### src/common/ctcr_pkg.sv
package ctcr_pkg;
  localparam int ADDR_W = 12;
  localparam int TAG_W  = 4;
  localparam int CLK_PERIOD_NS = 8;
  // Fastest-grade timing, in ns
  localparam int T_CYCLE_NS = 20;
  localparam int T_WEW_NS   = 16;
  localparam int T_DS_NS    = 12;
  localparam int T_ACA_NS   = 20;
  localparam int T_DCA_NS   = 12;
  localparam int T_OEA_NS   = 10;
  localparam int T_CLP_NS   = 36;
  // Least times round up, access times are waited out in full as well
  localparam int WEW_CYC  = (T_WEW_NS + CLK_PERIOD_NS - 1) / CLK_PERIOD_NS;
  localparam int DS_CYC   = (T_DS_NS + CLK_PERIOD_NS - 1) / CLK_PERIOD_NS;
  localparam int ACA_CYC  = (T_ACA_NS + CLK_PERIOD_NS - 1) / CLK_PERIOD_NS;
  localparam int OEA_CYC  = (T_OEA_NS + CLK_PERIOD_NS - 1) / CLK_PERIOD_NS;
  localparam int AA_CYC   = (T_ACA_NS + CLK_PERIOD_NS - 1) / CLK_PERIOD_NS;
  localparam int CLP_CYC  = (T_CLP_NS + CLK_PERIOD_NS - 1) / CLK_PERIOD_NS;
  localparam int CYC_MIN  = (T_CYCLE_NS + CLK_PERIOD_NS - 1) / CLK_PERIOD_NS;
  localparam int CNT_W    = 4;
  localparam logic [1:0] OP_COMPARE = 2'h0;
  localparam logic [1:0] OP_READ    = 2'h1;
  localparam logic [1:0] OP_WRITE   = 2'h2;
  localparam logic [1:0] OP_CLEAR   = 2'h3;
  typedef enum logic [2:0] {
    CTCR_IDLE   = 3'b000,
    CTCR_SETUP  = 3'b001,
    CTCR_STROBE = 3'b011,
    CTCR_WAIT   = 3'b010,
    CTCR_DONE   = 3'b110
  } ctcr_state_t;
endpackage

### src/common/ctcr_tmr_if.sv
`timescale 1ns/1ps
interface ctcr_tmr_if;
  logic                                load;
  logic [ctcr_pkg::CNT_W-1:0]          count;
  logic                                expired;
  modport owner (output load, output count, input expired);
  modport timer (input load, input count, output expired);
endinterface

### src/hdl/ctcr_timer.sv
`timescale 1ns/1ps
module ctcr_timer (
  input  wire logic  sys_clk,
  input  wire logic  rst_b,
  ctcr_tmr_if.timer  tmr
);
  logic [ctcr_pkg::CNT_W-1:0] cnt_q;
  logic [ctcr_pkg::CNT_W-1:0] cnt_d;

  always_comb begin
    cnt_d = cnt_q;
    if (tmr.load) begin
      cnt_d = tmr.count;
    end else if (cnt_q != '0) begin
      cnt_d = cnt_q - 1'b1;
    end
  end

  always_ff @(posedge sys_clk or negedge rst_b) begin
    if (!rst_b) begin
      cnt_q <= '0;
    end else begin
      cnt_q <= cnt_d;
    end
  end

  assign tmr.expired = (cnt_q == '0) && !tmr.load;
endmodule

### src/hdl/ctcr_host.sv
`timescale 1ns/1ps
// Summary of operation
// Tag memory holds 4096 words of 4 bits; all 4 bits compared.
// Write strobe low gives a write cycle regardless of output gate.
// Strobe high: output gate low reads, output gate high compares.
// Clear input low starts flash clear zeroing the whole array.
// Compare starts on valid address; hit valid only with strobe and gate high.
// Hit is one when addressed word equals tag bus input.
// Hit is zero when any bit differs.
// Hit output is always driven, never high impedance.
// Comparator runs continuously, following address and tag bus.
// Controller holds address and write data stable around write strobe rise.
// Controller keeps write strobe low at least 16 ns.
// Hit is invalid during writes; controller does not sample it.
// Read: stable address, strobe high, data on bus while gate low.
// Gate held low, outputs follow each new address.
// Hit is invalid during reads; controller ignores it.
// Cycle time equals compare access time: 20, 25 or 35 ns.
// Hit valid within 20 ns of address valid.
// Hit valid within 12 ns of tag input valid.
// Read data valid within 10 ns of output gate falling.
// Wider tags combine several hit outputs through a NAND.
// During clear, strobes ignored and tag bus high impedance.
// Hit is invalid while clear input is held low.
// Controller holds clear input low at least 36 ns.
// Device tag bus stays high impedance during compare.
// Model drives hit low whenever it is invalid.
module ctcr_host #(
  parameter int ADDR_W = ctcr_pkg::ADDR_W,
  parameter int TAG_W  = ctcr_pkg::TAG_W,
  parameter int NDEV   = 1
) (
  input  wire logic              sys_clk,
  input  wire logic              rst_b,
  input  wire logic              req_valid,
  input  wire logic [1:0]        req_op,
  input  wire logic [ADDR_W-1:0] req_addr,
  input  wire logic [TAG_W-1:0]  req_tag,
  output logic                   req_ready,
  output logic                   rsp_valid,
  output logic                   rsp_hit,
  output logic [TAG_W-1:0]       rsp_tag,
  output logic [ADDR_W-1:0]      mem_addr,
  output logic                   write_n,
  output logic                   out_gate_n,
  output logic                   clear_all_n,
  output logic [TAG_W-1:0]       tag_o,
  output logic                   tag_oe,
  input  wire logic [TAG_W-1:0]  tag_i,
  input  wire logic [NDEV-1:0]   hit_i
);
  // Registered pin and response state
  ctcr_pkg::ctcr_state_t st_q;
  ctcr_pkg::ctcr_state_t st_d;
  logic [1:0]            op_q;
  logic [1:0]            op_d;
  logic [ADDR_W-1:0]     addr_q;
  logic [ADDR_W-1:0]     addr_d;
  logic [TAG_W-1:0]      tag_q;
  logic [TAG_W-1:0]      tag_d;
  logic                  tag_oe_q;
  logic                  tag_oe_d;
  logic                  we_n_q;
  logic                  we_n_d;
  logic                  oe_n_q;
  logic                  oe_n_d;
  logic                  clr_n_q;
  logic                  clr_n_d;
  logic                  rdy_q;
  logic                  rdy_d;
  logic                  rv_q;
  logic                  rv_d;
  logic                  rhit_q;
  logic                  rhit_d;
  logic [TAG_W-1:0]      rtag_q;
  logic [TAG_W-1:0]      rtag_d;
  logic                  all_hit;

  // Shared down-counter for strobe widths and cycle spacing
  ctcr_tmr_if tmr ();
  ctcr_timer u_timer (
    .sys_clk (sys_clk),
    .rst_b   (rst_b),
    .tmr     (tmr)
  );

  // Wide tag: every device must hit; the NAND of hits is a miss flag
  assign all_hit = ~(~&hit_i);

  // Strobe width or access time per operation, in clock cycles
  function automatic logic [ctcr_pkg::CNT_W-1:0] wait_for(input logic [1:0] op);
    unique case (op)
      ctcr_pkg::OP_WRITE: wait_for = ctcr_pkg::CNT_W'(ctcr_pkg::WEW_CYC);
      ctcr_pkg::OP_CLEAR: wait_for = ctcr_pkg::CNT_W'(ctcr_pkg::CLP_CYC);
      ctcr_pkg::OP_READ:  wait_for = ctcr_pkg::CNT_W'(ctcr_pkg::AA_CYC);
      // Address and tag driven together: the longer of both access times
      ctcr_pkg::OP_COMPARE: wait_for = ctcr_pkg::CNT_W'(ctcr_pkg::ACA_CYC);
    endcase
  endfunction

  always_comb begin
    st_d     = st_q;
    op_d     = op_q;
    addr_d   = addr_q;
    tag_d    = tag_q;
    tag_oe_d = tag_oe_q;
    we_n_d   = we_n_q;
    oe_n_d   = oe_n_q;
    clr_n_d  = clr_n_q;
    rdy_d    = rdy_q;
    rv_d     = 1'b0;
    rhit_d   = rhit_q;
    rtag_d   = rtag_q;
    tmr.load  = 1'b0;
    tmr.count = '0;
    unique case (st_q)
      ctcr_pkg::CTCR_IDLE: begin
        if (req_valid && rdy_q) begin
          rdy_d  = 1'b0;
          op_d   = req_op;
          addr_d = req_addr;
          tag_d  = req_tag;
          // Bus only driven for compare input or write data
          tag_oe_d = (req_op == ctcr_pkg::OP_COMPARE) || (req_op == ctcr_pkg::OP_WRITE);
          if (req_op == ctcr_pkg::OP_READ) begin
            oe_n_d = 1'b0;
          end
          tmr.load  = 1'b1;
          tmr.count = ctcr_pkg::CNT_W'(ctcr_pkg::DS_CYC);
          st_d = ctcr_pkg::CTCR_SETUP;
        end else if (!rdy_q && !req_valid) begin
          // Out of reset, ready waits until the request line has been low once
          rdy_d = 1'b1;
        end
      end
      ctcr_pkg::CTCR_SETUP: begin
        // Strobe falls a cycle after address, tag and gate have settled
        tmr.load  = 1'b1;
        tmr.count = wait_for(op_q);
        if (op_q == ctcr_pkg::OP_WRITE) begin
          we_n_d = 1'b0;
        end else if (op_q == ctcr_pkg::OP_CLEAR) begin
          clr_n_d = 1'b0;
        end
        st_d = ctcr_pkg::CTCR_STROBE;
      end
      ctcr_pkg::CTCR_STROBE: begin
        if (tmr.expired) begin
          // Strobes release while address and data still stand
          we_n_d  = 1'b1;
          clr_n_d = 1'b1;
          st_d = ctcr_pkg::CTCR_WAIT;
        end
      end
      ctcr_pkg::CTCR_WAIT: begin
        // Hit only sampled in compare, never in write, read or clear
        if (op_q == ctcr_pkg::OP_COMPARE) begin
          rhit_d = all_hit;
        end else begin
          rhit_d = 1'b0;
        end
        rtag_d = (op_q == ctcr_pkg::OP_READ) ? tag_i : '0;
        oe_n_d   = 1'b1;
        tag_oe_d = 1'b0;
        rv_d     = 1'b1;
        tmr.load  = 1'b1;
        tmr.count = ctcr_pkg::CNT_W'(ctcr_pkg::CYC_MIN - 1);
        st_d = ctcr_pkg::CTCR_DONE;
      end
      ctcr_pkg::CTCR_DONE: begin
        // Keep successive cycles apart by the minimum cycle time
        if (tmr.expired) begin
          rdy_d = 1'b1;
          st_d  = ctcr_pkg::CTCR_IDLE;
        end
      end
      default: begin
        st_d = ctcr_pkg::CTCR_IDLE;
      end
    endcase
  end

  always_ff @(posedge sys_clk or negedge rst_b) begin
    if (!rst_b) begin
      st_q     <= ctcr_pkg::CTCR_IDLE;
      op_q     <= ctcr_pkg::OP_COMPARE;
      addr_q   <= '0;
      tag_q    <= '0;
      tag_oe_q <= 1'b0;
      we_n_q   <= 1'b1;
      oe_n_q   <= 1'b1;
      clr_n_q  <= 1'b1;
      rdy_q    <= 1'b0;
      rv_q     <= 1'b0;
      rhit_q   <= 1'b0;
      rtag_q   <= '0;
    end else begin
      st_q     <= st_d;
      op_q     <= op_d;
      addr_q   <= addr_d;
      tag_q    <= tag_d;
      tag_oe_q <= tag_oe_d;
      we_n_q   <= we_n_d;
      oe_n_q   <= oe_n_d;
      clr_n_q  <= clr_n_d;
      rdy_q    <= rdy_d;
      rv_q     <= rv_d;
      rhit_q   <= rhit_d;
      rtag_q   <= rtag_d;
    end
  end

  assign req_ready   = rdy_q;
  assign rsp_valid   = rv_q;
  assign rsp_hit     = rhit_q;
  assign rsp_tag     = rtag_q;
  assign mem_addr    = addr_q;
  assign write_n     = we_n_q;
  assign out_gate_n  = oe_n_q;
  assign clear_all_n = clr_n_q;
  assign tag_o       = tag_q;
  assign tag_oe      = tag_oe_q;
endmodule

### config.mk
export PLATFORM = sky130hd
export DESIGN_NAME = ctcr_host
export DESIGN_NICKNAME = d
export VERILOG_FILES = /design/src/common/ctcr_pkg.sv /design/src/common/ctcr_tmr_if.sv /design/src/hdl/ctcr_timer.sv /design/src/hdl/ctcr_host.sv
export SDC_FILE = /design/constraint.sdc
export NUM_CORES = 1
export LEC_CHECK = 0
export ABC_AREA = 1
export BUFFER_PORTS_ARGS = -buffer_cell sky130_fd_sc_hd__buf_2
export CAP_MARGIN = 25
export CELL_PAD_IN_SITES_DETAIL_PLACEMENT = 0
export CELL_PAD_IN_SITES_GLOBAL_PLACEMENT = 1
export CORE_MARGIN = 3
export CORE_UTILIZATION = 39
export DETAILED_ROUTE_END_ITERATION = 8
export PLACE_DENSITY_LB_ADDON = 0.15
export SYNTH_ARGS = -nofsm -noshare
export SYNTH_HDL_FRONTEND = slang
export SYNTH_HIERARCHICAL = 1
export SYNTH_SLANG_ARGS = --single-unit
### constraint.sdc
create_clock -name sys_clk -period 4.76 [get_ports sys_clk]
set_clock_uncertainty 0.15 [all_clocks]
set_input_delay 0.476 -clock sys_clk [delete_from_list [all_inputs] [get_ports sys_clk]]
set_output_delay 0.476 -clock sys_clk [all_outputs]
set_load 0.005 [all_outputs]
# After elaboration in Yosys (flattened, before gate mapping)
# Cells that the tools add are included.
[word_totals] register_bits=36 output_inout_bits=27 elab_cells=84
[op_classes] n_eq_ne=17 n_reduce_logical=25 n_addsub=1 muxes=28
[op_table] op="one-hot mux 4 bit (3 select lines)" count=2
[op_table] op="one-hot mux 3 bit (5 select lines)" count=1
[op_table] op="inequality test 2 bit (second input constant)" count=7
[op_table] op="2-to-1 mux 1 bit" count=12
[op_table] op="2-to-1 mux 4 bit" count=3
[op_table] op="one-hot mux 1 bit (2 select lines)" count=6
[op_table] op="AND reduction 3 bit" count=4
[op_table] op="2-to-1 mux 3 bit" count=3
[op_table] op="nonzero test 2 bit" count=4
[op_table] op="equality test 2 bit (second input constant)" count=3
[op_table] op="equality test 3 x 2 -> 1 bit (second input constant)" count=2
[op_table] op="equality test 2 x 1 -> 1 bit (second input constant)" count=2
[op_table] op="logical NOT 2 bit" count=2
[op_table] op="logical NOT 4 bit" count=1
[op_table] op="AND reduction 2 bit" count=2
[op_table] op="AND reduction 4 bit" count=1
[op_table] op="nonzero test 4 bit" count=1
[op_table] op="OR reduction 2 bit" count=2
[op_table] op="subtractor 4 x 1 -> 4 bit (second input constant)" count=1
[op_table] op="equality test 3 x 1 -> 1 bit (second input constant)" count=1
[op_table] op="equality test 3 bit (second input constant)" count=1
[op_table] op="logical AND 1 bit" count=3
[op_table] op="logical NOT 1 bit" count=3
[op_table] op="logical NOT 3 bit" count=1
[op_table] op="other kinds (3)" count=3

# Longest topological paths before layout
[logic_depth] word_depth=7 ltp_mapped=15 depth_no_buf=15

# By module
# Netlist, hierarchy kept.
[modules_own_cells] mod="ctcr_host" seq_area_each_um2=804.5 cells_per_inst=166 instances=1 area_per_inst_um2=1420.1
[modules_own_cells] mod="ctcr_timer" seq_area_each_um2=100.1 cells_per_inst=36 instances=1 area_per_inst_um2=275.3

# Worst setup path before layout
# Ideal clock, no wire load.
[synth_timing] path_kind="input-to-reg" startpoint="in req_valid" endpoint="reg clr_n_q (netlist: clear_all_n)" setup_time_ns=0.061 n_path_buf=0 setup_slack_ns=2.801 t_arrival_ns=1.748 path_stages=13 path_cell_list="nand2_1 -> nor2_8 -> inv_6 -> nand2_1 -> inv_1 -> nand2_1 -> nor2_2 -> nand2_4 -> inv_1 -> nor2_1 -> nor2_1 -> nand3_1 -> nand2_1"
[synth_between] elab_chain_cells=7
[synth_rtl] item="start: declaration" line_no="ctcr_host.sv:35" text="input wire logic req_valid,"
[synth_rtl] item="logical AND 1 bit" line_no="ctcr_host.sv:118" text="if (req_valid && rdy_q) begin"
[synth_rtl] item="2-to-1 mux 1 bit" line_no="ctcr_host.sv:118"
[synth_rtl] item="one-hot mux 1 bit (2 select lines)" line_no="ctcr_host.sv:116" text="unique case (st_q)"
[synth_rtl] item="net tmr.load" line_no="ctcr_tmr_if.sv:3" text="logic load;"
[synth_rtl] item="logical NOT 1 bit" line_no="ctcr_timer.sv:27" text="assign tmr.expired = (cnt_q == '0) && !tmr.load;"
[synth_rtl] item="logical AND 1 bit" line_no="ctcr_timer.sv:27"
[synth_rtl] item="net tmr.expired" line_no="ctcr_tmr_if.sv:5" text="logic expired;"
[synth_rtl] item="inequality test 2 bit (no line)"
[synth_rtl] item="AND reduction 4 bit (no line)"
[synth_rtl] item="end signal: assignment" line_no="ctcr_host.sv:205" text="clr_n_q <= clr_n_d;"
[synth_rtl] item="end: declaration" line_no="ctcr_host.sv:67" text="logic clr_n_q;"
# The timed path passes the listed nets, and every way through them passes these cells.
# A chain may end at the register's enable or synchronous reset.

# Final worst setup path
[layout_timing] startpoint="reg st_q[1]" endpoint="reg st_q[0]"
[layout_between] elab_chain_cells=7 elab_cells_between_ends=14
[layout_rtl] item="start: declaration" line_no="ctcr_host.sv:53" text="ctcr_pkg::ctcr_state_t st_q;"
[layout_rtl] item="start signal: assignment" line_no="ctcr_host.sv:185" text="st_q <= ctcr_pkg::CTCR_IDLE;"
[layout_rtl] item="start signal: assignment" line_no="ctcr_host.sv:198" text="st_q <= st_d;"
[layout_rtl] item="equality test 3 x 2 -> 1 bit or equality test 3 x 1 -> 1 bit (tied branches)" line_no="ctcr_host.sv:116"
[layout_rtl] item="OR reduction 2 bit (no line)"
[layout_rtl] item="one-hot mux 1 bit (2 select lines) (*)" line_no="ctcr_host.sv:116"
[layout_rtl] item="net tmr.load" line_no="ctcr_tmr_if.sv:3"
[layout_rtl] item="logical NOT 1 bit (*)" line_no="ctcr_timer.sv:27"
[layout_rtl] item="logical AND 1 bit (*)" line_no="ctcr_timer.sv:27"
[layout_rtl] item="net tmr.expired" line_no="ctcr_tmr_if.sv:5"
[layout_rtl] item="inequality test 2 bit (no line)"
[layout_rtl] item="AND reduction 3 bit (no line) (*)"
# Mark *: on every way through the listed nets, which the timed path passes. The rest lies on a longest branch.

==> results.json <==
{
  "rows": 23,
  "drive_gt1_share_pct": 31.4,
  "cts_setup_buffers": 0,
  "p_seq_share_pct": 38.0,
  "pwr-share-clk_pct": 20.4,
  "cts-root-buf": "clkbuf_8",
  "startpoint_type": "register",
  "finish.cell_count_without_fillers": 308,
  "h-tree-depth": 2,
  "cts_tree": "done",
  "cts_max_path_buffers": 2,
  "num_antenna_cells": 0,
  "core_area_mm2": 0.00409,
  "maxSlewHeadroom_pct": 47.0,
  "clock_latency_ns": 0.28,
  "grt_pass1_vias": 1340,
  "wirelength_um": 3420,
  "period_minus_slack_ns": 2.40,
  "via_per_inst": 4.47,
  "ys.warnings.count": 6,
  "fp.dieArea_mm2": 0.00517,
  "min_path_type": "in -> async",
  "grt_pass1_wl_um": 5980,
  "ys_ff_latch": 36,
  "ir_drop_mv": 0.239,
  "post_cts_resized": 0,
  "initial_core_util_pct": 41.5,
  "die_h_um": 71.9,
  "syn_inst": 202,
  "grt_antenna_before_repair": 0,
  "numCtsBuffers": 5,
  "final_common_cell": "nand2_1",
  "synth_area_mm2": 0.00170,
  "internal_power_mw": 0.863,
  "maxSlewViolCount": 0,
  "firstDrtPassIters": 5,
  "ios": 53,
  "dpl_worst_slack_ns": 2.30,
  "swShare_pct": 39.1,
  "grt_usage_pct": 14.9,
  "gp_congestion": 0.789,
  "cts.clk_slew.worst_paths_ns": 0.07,
  "nets": 285,
  "register_area_um2": 905,
  "synthArstFlopShare_pct": 100,
  "io_buffers": 52,
  "first_iter_violations": 78,
  "mostFrequentLayoutCells": "nand2_1, buf_2, dfrtp_1, inv_1, nor2_1",
  "rsz0062_at_grt": "no",
  "p_sw_mw": 0.553,
  "synth-edff-count": 0,
  "grt_max_degree": 37,
  "p_total_mw": 1.42,
  "final_antenna_net_count": 0,
  "areaGrowthSynthToFinish_pct": 23.8,
  "critical_path_arrival_ns": 2.43,
  "dieWidth_um": 71.9,
  "reg2regPathDepth": 14,
  "endpoint_kind": "register",
  "p_comb_share_pct": 41.6,
  "cap_violations": 0,
  "dp_cells": 300,
  "tightest_slew_ns": 0.795,
  "fill_cells": 407,
  "powerDensity_mw_per_mm2": 675,
  "final.setup.worst_slack_ns": 2.36,
  "hpwl_um": 2540,
  "r2r_slack_ns": 2.36,
  "final.setup.tns_ns": 0,
  "ys.flop_type": "dfrtp_1",
  "period_share_pct": 50.5,
  "status": "finished, final reports clean",
  "r2r_end": "st_q[0]",
  "grt-ovfl-total": 0,
  "p_leak_nw": 1.23,
  "path_max_fanout": 23,
  "finalHoldViolCount": 0,
  "synth_nets": 230,
  "r2r_start": "st_q[1]",
  "postCtsHoldBufs": 0,
  "fmax_mhz": 416,
  "clock_sinks": 36,
  "multiInputGateArea_um2": 662,
  "ys_seq_area_share_pct": 53.4,
  "required_ns": 4.78,
  "avgSynthCellArea_um2": 8.39,
  "yosysUniqueCellTypes": 30,
  "vias": 1377,
  "crit_type": "reg -> reg",
  "drc": 0,
  "routedWlPerCell_um": 11.1,
  "setup_viol": 0
}
registers in the layout (all words and copies together), names as in the netlist, 2 cells and up:
signal	cells
mem_addr	12
op_q	2
rsp_tag	4
st_q	3
tag_o	4
u_timer/cnt_q	4
cell families after synthesis:
kind of cell | after synthesis | synth area share (%)
other cells | 1 | 0.221
simple gates | 124 | 32.3
flops | 36 | 53.4
xor+xnor | 1 | 0.517
compound gates | 13 | 4.58
buf+inv | 25 | 7.60
fa+ha+maj | 2 | 1.48
layout make-up:
type / instances / area share [%]
sequential: 36 / 43.1
multi-input combinational: 141 / 31.5
timing repair buffer: 52 / 12.4
clock buffer: 7 / 4.59
inverter: 21 / 3.99
tap: 50 / 2.98
clock inverter: 1 / 1.43
routing by layer:
layer,wire length [um],vias to the layer above,GRT usage [%]
li1,-,725,-
met1,1610,608,20.0
met2,1510,38,22.0
met3,248,6,5.68
met4,55,0,5.64
met5,0,-,0
synthesized netlist by cell type, types with 2 or more instances:
master | count | area [um2]
nand2_1 | 90 | 338
dfrtp_1 | 33 | 826
inv_1 | 16 | 60.1
nor2_1 | 12 | 45.0
nand3_1 | 8 | 40.0
inv_2 | 4 | 15.0
o21ai_0 | 4 | 20.0
o21ai_1 | 4 | 20.0
dfstp_2 | 3 | 78.8
nand2_2 | 3 | 18.8
buf_6 | 2 | 22.5
ha_1 | 2 | 25.0
nand4_1 | 2 | 12.5
nor2_2 | 2 | 12.5
o21ai_2 | 2 | 17.5
power by group through the flow:
| stage | Combinational [mW] | Sequential (mW) | Clock, mW |
|---|---|---|---|
| 2_1_floorplan | 0.421 | 0.541 | 0 |
| 4_1_cts | 0.603 | 0.539 | 0.300 |
| 6_report | 0.589 | 0.538 | 0.289 |
| 3_3_place_gp | 0.603 | 0.546 | 0 |
| 3_5_place_dp | 0.604 | 0.541 | 0 |
| 5_1_grt | 0.691 | 0.557 | 0.312 |
worst max-delay path by stage:
stage	startpoint	to	slack, ns	depth (start not counted)
final	st_q[1]	st_q[0]	2.36	14
after CTS	st_q[1]	st_q[0]	2.34	14
after global routing	st_q[1]	st_q[0]	2.08	14
after floorplan	req_valid	clear_all_n	2.80	13
after global placement	req_valid	st_q[0]	2.35	14
after detailed placement	req_valid	st_q[0]	2.30	14
per-stage QoR:
stage                     area (um2)  utilization [%]  hold WS [ns]
after global placement          1970             48.3         0.298
after floorplan                 1700                -        0.0304
after global routing            2100             51.4         0.179
after CTS                       2100             51.4         0.147
after detailed placement        1970             48.3         0.299
final                           2100             51.4         0.124
critical path: stages, from the launching register on:
cell	delay, ns
dfrtp_1	0.45
nor2_1	0.15
nand2_2	0.12
nor2_8	0.30
inv_6	0.13
nand2_1	0.08
inv_1	0.05
nand2_1	0.20
nor2_2	0.10
nand2_4	0.12
inv_1	0.06
inv_1	0.05
nand4_1	0.14
o21ai_0	0.11
a21oi_1	0.05
No activity file was read; power rests on OpenSTA's default activity.
